`src/logic/usdp_defines.svh`:
```
`ifndef USDP_DEFINES_SVH
`define USDP_DEFINES_SVH
// Function
// - Request-to-send follows modem bit outside loop mode, high otherwise
// - DMA type selectable only in FIFO mode
// - Mode 0 receive ready while characters held
// - Mode 1 receive ready from trigger until empty
// - Mode 1 receive requests continue until emptied
// - Transmit mode 1 requests until FIFO full
// - Master reset drives serial output high
// - Write taken on either write strobe polarity
// - Master reset clears registers and outputs except read data
// - Read taken on either read strobe polarity

// ----------------------------------------------------------
// Register offsets
// ----------------------------------------------------------
`define USDP_OFS_DATA     3'h0
`define USDP_OFS_FIFO     3'h2
`define USDP_OFS_MODEM    3'h4
`define USDP_OFS_STATUS   3'h5

// ----------------------------------------------------------
// Field positions and reset values
// ----------------------------------------------------------
`define USDP_FIFO_EN      0
`define USDP_FIFO_RXCLR   1
`define USDP_FIFO_TXCLR   2
`define USDP_FIFO_DMA     3
`define USDP_FIFO_TRIG    6
`define USDP_MODEM_RTS    1
`define USDP_MODEM_LOOP   4
`define USDP_STAT_READY   0
`define USDP_STAT_OVERRUN 1
`define USDP_STAT_TXEMPTY 5
`define USDP_FIFO_RST     8'h00
`define USDP_MODEM_RST    8'h00

// ----------------------------------------------------------
// Receive trigger levels in characters
// ----------------------------------------------------------
`define USDP_TRIG_L0      1
`define USDP_TRIG_L1      4
`define USDP_TRIG_L2      8
`define USDP_TRIG_L3      14

`endif

```
`src/logic/usdp_pkg.sv`:
```
package usdp_pkg;
  typedef enum logic [0:0] {
    USDP_RQ_IDLE  = 1'b0,
    USDP_RQ_BURST = 1'b1
  } usdp_rxreq_t;
  typedef enum logic [0:0] {
    USDP_DMA_SINGLE = 1'b0,
    USDP_DMA_MULTI  = 1'b1
  } usdp_dma_t;
endpackage

```
`src/logic/usdp_dma_pins.sv`:
```
// The plain strobed port and the placing of the registers were left to the implementer.
`timescale 1ns/1ps
`include "usdp_defines.svh"
module usdp_dma_pins #(
  parameter int DEPTH = 16
) (
  input  wire logic       clk,
  input  wire logic       arst_n,
  input  wire logic       masterResetIn,
  input  wire logic       chipSelect,
  input  wire logic       writeStrobeHi,
  input  wire logic       writeStrobeLoN,
  input  wire logic       readStrobeHi,
  input  wire logic       readStrobeLoN,
  input  wire logic [2:0] address,
  input  wire logic [7:0] writeData,
  output logic      [7:0] readData,
  input  wire logic       rxCharValid,
  input  wire logic [7:0] rxChar,
  input  wire logic       rxTimeout,
  input  wire logic       txTake,
  input  wire logic       txBitIn,
  output logic      [7:0] txChar,
  output logic            txValid,
  output logic            rtsN,
  output logic            serialLineOut,
  output logic            rxDmaReadyN,
  output logic            txDmaReadyN
);
  localparam int CW = $clog2(DEPTH + 1);
  localparam int PW = $clog2(DEPTH);

  // ----------------------------------------------------------
  // Helpers
  // ----------------------------------------------------------
  function automatic logic [CW-1:0] trigLevel(input logic [1:0] sel);
    case (sel)
      2'h0:    trigLevel = CW'(`USDP_TRIG_L0);
      2'h1:    trigLevel = CW'(`USDP_TRIG_L1);
      2'h2:    trigLevel = CW'(`USDP_TRIG_L2);
      default: trigLevel = CW'(`USDP_TRIG_L3);
    endcase
  endfunction

  function automatic logic [CW-1:0] capacity(input logic fifoOn);
    capacity = fifoOn ? CW'(DEPTH) : CW'(1);
  endfunction

  // ----------------------------------------------------------
  // Master reset synchroniser
  // ----------------------------------------------------------
  logic mrMeta;
  logic mrSync;
  always_ff @(posedge clk or negedge arst_n)
  begin
    if (!arst_n)
    begin
      mrMeta <= 1'b1;
      mrSync <= 1'b1;
    end
    else
    begin
      mrMeta <= masterResetIn;
      mrSync <= mrMeta;
    end
  end

  // ----------------------------------------------------------
  // State
  // ----------------------------------------------------------
  logic [7:0]          fifoCtl, next_fifoCtl;
  logic [7:0]          modemCtl, next_modemCtl;
  logic                overrun, next_overrun;
  logic [PW-1:0]       rxRd, next_rxRd, rxWr, next_rxWr;
  logic [CW-1:0]       rxCount, next_rxCount;
  logic [PW-1:0]       txRd, next_txRd, txWr, next_txWr;
  logic [CW-1:0]       txCount, next_txCount;
  usdp_pkg::usdp_rxreq_t rxReq, next_rxReq;
  logic [7:0]          next_readData, next_txChar;
  logic                next_txValid, next_rtsN, next_serial_line_out;
  logic                next_rxDmaReadyN, next_txDmaReadyN;
  logic [7:0]          rxMem [DEPTH];
  logic [7:0]          txMem [DEPTH];
  logic                wrEn, rdEn, rxPush, rxPop, txPush, txPop;
  logic                fifoOn;
  usdp_pkg::usdp_dma_t dmaMode;

  // ----------------------------------------------------------
  // Next state
  // ----------------------------------------------------------
  always_comb
  begin
    wrEn = chipSelect && (writeStrobeHi || !writeStrobeLoN);
    rdEn = chipSelect && (readStrobeHi || !readStrobeLoN);
    fifoOn = fifoCtl[`USDP_FIFO_EN];
    dmaMode = (fifoOn && fifoCtl[`USDP_FIFO_DMA]) ?
              usdp_pkg::USDP_DMA_MULTI : usdp_pkg::USDP_DMA_SINGLE;
    rxPush = rxCharValid && (rxCount < capacity(fifoOn));
    rxPop = rdEn && address == `USDP_OFS_DATA && rxCount != '0;
    txPush = wrEn && address == `USDP_OFS_DATA && (txCount < capacity(fifoOn));
    txPop = txTake && txCount != '0;
    next_fifoCtl = fifoCtl;
    next_modemCtl = modemCtl;
    next_overrun = overrun;
    next_rxRd = rxRd;
    next_rxWr = rxWr;
    next_txRd = txRd;
    next_txWr = txWr;
    next_rxCount = rxCount;
    next_txCount = txCount;
    next_rxReq = rxReq;
    next_readData = 8'h00;
    if (rdEn && address == `USDP_OFS_STATUS)
    begin
      next_overrun = 1'b0;
    end
    if (rxCharValid && !rxPush)
    begin
      next_overrun = 1'b1;
    end
    if (rxPush)
    begin
      next_rxWr = PW'(rxWr + 1'b1);
    end
    if (rxPop)
    begin
      next_rxRd = PW'(rxRd + 1'b1);
    end
    next_rxCount = CW'(rxCount + CW'(rxPush) - CW'(rxPop));
    if (txPush)
    begin
      next_txWr = PW'(txWr + 1'b1);
    end
    if (txPop)
    begin
      next_txRd = PW'(txRd + 1'b1);
    end
    next_txCount = CW'(txCount + CW'(txPush) - CW'(txPop));
    if (wrEn && address == `USDP_OFS_MODEM)
    begin
      next_modemCtl = writeData;
    end
    if (wrEn && address == `USDP_OFS_FIFO)
    begin
      next_fifoCtl = {writeData[7:3], 2'h0, writeData[0]};
      if (writeData[`USDP_FIFO_RXCLR] || writeData[0] != fifoOn)
      begin
        next_rxRd = '0;
        next_rxWr = '0;
        next_rxCount = '0;
      end
      if (writeData[`USDP_FIFO_TXCLR] || writeData[0] != fifoOn)
      begin
        next_txRd = '0;
        next_txWr = '0;
        next_txCount = '0;
      end
    end
    if (rdEn)
    begin
      case (address)
        `USDP_OFS_DATA:   next_readData = (rxCount != '0) ? rxMem[rxRd] : 8'h00;
        `USDP_OFS_FIFO:   next_readData = fifoCtl;
        `USDP_OFS_MODEM:  next_readData = modemCtl;
        `USDP_OFS_STATUS:
        begin
          next_readData[`USDP_STAT_READY] = rxCount != '0;
          next_readData[`USDP_STAT_OVERRUN] = overrun;
          next_readData[`USDP_STAT_TXEMPTY] = txCount == '0;
        end
        default:          next_readData = 8'h00;
      endcase
    end
    // The burst request is armed by trigger or timeout and held until empty or until mode 1 is left.
    case (rxReq)
      usdp_pkg::USDP_RQ_IDLE:
        if (dmaMode == usdp_pkg::USDP_DMA_MULTI && rxCount != '0 &&
            (rxCount >= trigLevel(fifoCtl[`USDP_FIFO_TRIG +: 2]) || rxTimeout))
        begin
          next_rxReq = usdp_pkg::USDP_RQ_BURST;
        end
      usdp_pkg::USDP_RQ_BURST:
        if (rxCount == '0 || dmaMode != usdp_pkg::USDP_DMA_MULTI)
        begin
          next_rxReq = usdp_pkg::USDP_RQ_IDLE;
        end
      default: next_rxReq = usdp_pkg::USDP_RQ_IDLE;
    endcase
    if (dmaMode == usdp_pkg::USDP_DMA_SINGLE)
    begin
      next_rxDmaReadyN = rxCount == '0;
      next_txDmaReadyN = txCount != '0;
    end
    else
    begin
      // Ready is released on the clock after the store empties, even while the burst state is still set.
      next_rxDmaReadyN = !(rxCount != '0 && (rxReq == usdp_pkg::USDP_RQ_BURST ||
        rxCount >= trigLevel(fifoCtl[`USDP_FIFO_TRIG +: 2]) || rxTimeout));
      next_txDmaReadyN = txCount >= CW'(DEPTH);
    end
    next_rtsN = !(modemCtl[`USDP_MODEM_RTS] && !modemCtl[`USDP_MODEM_LOOP]);
    next_serial_line_out = modemCtl[`USDP_MODEM_LOOP] ? 1'b1 : txBitIn;
    next_txChar = (txCount != '0) ? txMem[txRd] : 8'h00;
    next_txValid = txCount != '0;
    if (mrSync)
    begin
      next_fifoCtl = `USDP_FIFO_RST;
      next_modemCtl = `USDP_MODEM_RST;
      next_overrun = 1'b0;
      next_rxRd = '0;
      next_rxWr = '0;
      next_rxCount = '0;
      next_txRd = '0;
      next_txWr = '0;
      next_txCount = '0;
      next_rxReq = usdp_pkg::USDP_RQ_IDLE;
      next_rtsN = 1'b1;
      next_serial_line_out = 1'b1;
      next_rxDmaReadyN = 1'b1;
      next_txDmaReadyN = 1'b0;
      next_txValid = 1'b0;
      next_txChar = 8'h00;
    end
  end

  // ----------------------------------------------------------
  // Registers
  // ----------------------------------------------------------
  always_ff @(posedge clk or negedge arst_n)
  begin
    if (!arst_n)
    begin
      fifoCtl <= `USDP_FIFO_RST;
      modemCtl <= `USDP_MODEM_RST;
      overrun <= 1'b0;
      rxRd <= '0;
      rxWr <= '0;
      rxCount <= '0;
      txRd <= '0;
      txWr <= '0;
      txCount <= '0;
      rxReq <= usdp_pkg::USDP_RQ_IDLE;
      readData <= 8'h00;
      txChar <= 8'h00;
      txValid <= 1'b0;
      rtsN <= 1'b1;
      serialLineOut <= 1'b1;
      rxDmaReadyN <= 1'b1;
      txDmaReadyN <= 1'b0;
    end
    else
    begin
      fifoCtl <= next_fifoCtl;
      modemCtl <= next_modemCtl;
      overrun <= next_overrun;
      rxRd <= next_rxRd;
      rxWr <= next_rxWr;
      rxCount <= next_rxCount;
      txRd <= next_txRd;
      txWr <= next_txWr;
      txCount <= next_txCount;
      rxReq <= next_rxReq;
      readData <= next_readData;
      txChar <= next_txChar;
      txValid <= next_txValid;
      rtsN <= next_rtsN;
      serialLineOut <= next_serial_line_out;
      rxDmaReadyN <= next_rxDmaReadyN;
      txDmaReadyN <= next_txDmaReadyN;
    end
  end

  // Character storage carries no reset; pointers define what is valid.
  always_ff @(posedge clk)
  begin
    if (rxPush)
    begin
      rxMem[rxWr] <= rxChar;
    end
    if (txPush)
    begin
      txMem[txWr] <= writeData;
    end
  end
endmodule // usdp_dma_pins

```
`config.mk`:
```
export PLATFORM = sky130hd
export DESIGN_NAME = usdp_dma_pins
export DESIGN_NICKNAME = d
export VERILOG_FILES = /design/src/logic/usdp_pkg.sv /design/src/logic/usdp_dma_pins.sv
export VERILOG_INCLUDE_DIRS = /design/src /design/src/logic
export SDC_FILE = /design/constraint.sdc
export NUM_CORES = 1
export LEC_CHECK = 0
export BUFFER_PORTS_ARGS = -buffer_cell sky130_fd_sc_hd__buf_4
export CORE_ASPECT_RATIO = 0.8
export CORE_MARGIN = 5
export CORE_UTILIZATION = 55
export CTS_CLUSTER_DIAMETER = 150
export CTS_CLUSTER_SIZE = 20
export DETAILED_ROUTE_END_ITERATION = 16
export GPL_ROUTABILITY_DRIVEN = 0
export PLACE_DENSITY = 0.72
export SYNTH_ARGS = -nofsm -noshare
export SYNTH_HDL_FRONTEND = slang
export SYNTH_SLANG_ARGS = --single-unit
```
`constraint.sdc`:
```
create_clock -name clk -period 3.66 [get_ports clk]
set_input_delay 0.366 -clock clk [delete_from_list [all_inputs] [get_ports clk]]
set_output_delay 0.366 -clock clk [all_outputs]
set_load 0.01 [all_outputs]
```
==> flow_metrics.env <==
export IMPL_ys_seq_elements=321
export IMPL_timing_rr_start="rxCount[2]"
export IMPL_regArea_sq_um=9324
export IMPL_initial_utilization_pct=56.24
export IMPL_yosysWarnings=0
export IMPL_combPwrFrac_pct=18.6
export IMPL_yosysUniqueCellTypes=52
export IMPL_slew_violations=0
export IMPL_grt_max_degree=66
export IMPL_hpwlAfterDp_um=18600
export IMPL_grt_pass1_wl_um=42440
export IMPL_dr_pass1_iters=4
export IMPL_hold_viol_final=0
export IMPL_crit_type="flop to flop"
export IMPL_synthTopCellsByArea="edfxtp_1 (58%), mux4_2 (12%), dfrtp_1 (11%), ha_1 (3.0%), mux2i_1 (3.0%)"
export IMPL_num_fill_cells=1655
export IMPL_final_min_clock_period_ns=3.265
export IMPL_fp_row_count=50
export IMPL_gr_total_overflow=0
export IMPL_setup_tns_ns=0
export IMPL_r2r_end="rxCount[4]"
export IMPL_drv_cap=0
export IMPL_port_buffers=51
export IMPL_grt_usage_pct=20.44
export IMPL_cts_buffer_depth=3
export IMPL_yosys_most_used_dff="edfxtp_1"
export IMPL_multiInputGateArea_sq_um=3628
export IMPL_slew_headroom_pct=25.58
export IMPL_die_h_um=148.9
export IMPL_cell_internal_pwr_w=0.005938
export IMPL_hold_depth=2
export IMPL_cts_sinks=321
export IMPL_vdd_drop_max_uv=396.3
export IMPL_min_to="serialLineOut"
export IMPL_cp_required_ns=4.06
export IMPL_die_area_sq_um=27340
export IMPL_seq_area_frac_synth_pct=70.27
export IMPL_tightest_slew_ns=1.116
export IMPL_htree_levels=1
export IMPL_ant_nets=0
export IMPL_crit_arrival_ns=3.66
export IMPL_power_density_nw_per_um2=545.2
export IMPL_hp_start="txBitIn"
export IMPL_synth_async_reset_ratio_pct=20.25
export IMPL_end_kind="flop"
export IMPL_finalClockSkew_ns=0.01684
export IMPL_period_share_pct=89.22
export IMPL_synth_cell_area_sq_um=13260
export IMPL_synthDominantCellAreaShare_pct=57.96
export IMPL_whs_ns=0.1337
export IMPL_antenna_found_initial=0
export IMPL_synth_nets=824
export IMPL_syn_instance_count=759
export IMPL_power_frac_seq_pct=53.5
export IMPL_synth_most_common_cell="edfxtp_1"
export IMPL_status="finished, final reports clean"
export IMPL_avgSynthCellArea_sq_um=17.48
export IMPL_pin_count=52
export IMPL_synth_edf_count=256
export IMPL_setup_viol=0
export IMPL_reg2reg_slack_ns=0.39
export IMPL_die_w_um=183.6
export IMPL_drtIter0Drc=624
export IMPL_drive_above_1_share_pct=22.41
export IMPL_pwr_share_clk_pct=27.9
export IMPL_root_buffer="clkbuf_16"
export IMPL_critPathMaxFanout=5
export IMPL_core_area_sq_um=23590
export IMPL_switching_share_pct=25.91
export IMPL_p_switching_w=0.002076
export IMPL_synth_common_cells="edfxtp_1 (256), mux4_2 (68), nor2_1 (63)"
export IMPL_cts_made_buffers=20
export IMPL_hp_class="primary input to flop"
export IMPL_clock_fmax_mhz=306.3
export IMPL_wl_per_cell_um=23.74
export IMPL_insertion_delay_ns=0.51
export IMPL_cts_setup_buffers=0
export IMPL_tritoncts="built"
export IMPL_nNetsFinal=890
export IMPL_grt_pass1_vias=7172
export IMPL_drt_total_wl_um=27330
export IMPL_drc=0
export IMPL_vias_per_cell=6.010
export IMPL_ctsResizeCount=0
export IMPL_rsz0062_at_grt="false"
export IMPL_clk_pin_slew_worst_paths_ns=0.08
export IMPL_areaGrowthSynthToFinish_pct=10.83
export IMPL_vias=6917
export IMPL_total_leakage_power_nw=5.165
export IMPL_setup_worst_path_start_class="flop"
export IMPL_reg2regPathDepth=15
export IMPL_diodes=0
export IMPL_synth_top_cell_by_area="edfxtp_1"
registers in the layout, indices dropped and copies added, names as in the netlist, 5 cells and up:
name      count
fifoCtl       6
modemCtl      8
readData      8
rxCount       5
rxMem       128
txChar        8
txCount       5
txMem       128
power by group through the flow:
stage                     clock network (W)  logic (W)  registers (W)
final                               0.00224    0.00149        0.00428
after global routing                0.00243    0.00165        0.00431
after CTS                           0.00227    0.00151        0.00429
after detailed placement                  0    0.00150        0.00437
after global placement                    0    0.00143        0.00435
after floorplan                           0    0.00108        0.00429
worst max-delay path: stages (launching register included):
cell and delay (ns):
dfrtp_1 0.41, inv_1 0.14, ha_1 0.16, nor4b_1 0.62, or2_2 0.25, nor2_2 0.05, ha_1 0.29, inv_1 0.07
ha_1 0.17, inv_1 0.06, fa_1 0.40, nor2_1 0.12, nor2_1 0.05, o21bai_1 0.16, xnor2_1 0.14, nor2_1 0.06
metal layers:
metal	up-vias	GRT usage [%]	part of all wire, %
met1	3580	32.14	45
met3	23	3.754	7.7
li1	3044	-	-
met2	270	31.14	46
met5	-	0	0
met4	0	2.978	1.1
kinds of logic after synthesis:
kind of cell             Yosys count  share of synthesized area [%]
AND/OR/NAND/NOR                  148                          5.575
multiplexers                     109                          14.65
XOR/XNOR                          18                          1.189
AO/OA/AOI/OAI                     52                          2.623
adder cells (fa/ha/maj)           34                          3.320
buffers and inverters             77                          2.377
flip-flops                       321                          70.27
through the flow:
step                utilization, %  worst slack [ns]  instance area [sq um]  total power, W  std cells
floorplan                        -            0.5298                  13260        0.005370        759
detailed placement           59.71            0.4461                  14080        0.005862       1113
global route                 62.33            0.1485                  14700        0.008382       1151
global placement             59.71            0.5396                  14080        0.005781       1113
CTS                          62.33            0.4090                  14700        0.008068       1151
finish                       62.33            0.3947                  14700        0.008014       1151
how the worst max path moves through the flow:
stage               slack (ns)  cells after the start         end  startpoint
finish                    0.39                     15  rxCount[4]  rxCount[2]
global route              0.15                     15  rxCount[4]  rxCount[2]
floorplan                 0.53                     17  txCount[4]  fifoCtl[0]
detailed placement        0.45                     15  rxCount[4]  rxCount[2]
global placement          0.54                     13  txCount[4]  address[0]
CTS                       0.41                     15  rxCount[4]  rxCount[2]
area by class of cell:
class | instances | share of cell area, %
Clock buffer | 35 | 3.932
Clock inverter | 1 | 0.1362
Inverter | 41 | 1.047
Multi-Input combinational cell | 361 | 24.68
Sequential cell | 321 | 63.43
Tap cell | 312 | 2.656
Timing Repair Buffer | 80 | 4.120
layout by cell type (no fill, tap or decap), drive strengths merged, types with 9 or more instances in the layout:
master  netlist  routed
clkbuf       21      35
mux4         68      68
nor2         67      67
a21oi         9       9
nor4         14      14
buf          15      78
o21ai         9       9
dfrtp        60      60
xnor2        14      14
ha           32      32
nand2        16      16
nand3        11      11
o22ai        11      11
inv          41      42
mux2i        40      40
edfxtp      256     256
timing repair:
action | CTS | global route
endpoints found under the hold margin | 12 | 0
hold buffers | 2 | 0
endpoints found under the setup margin | 0 | 0
No activity file was read; power rests on OpenSTA's default activity.
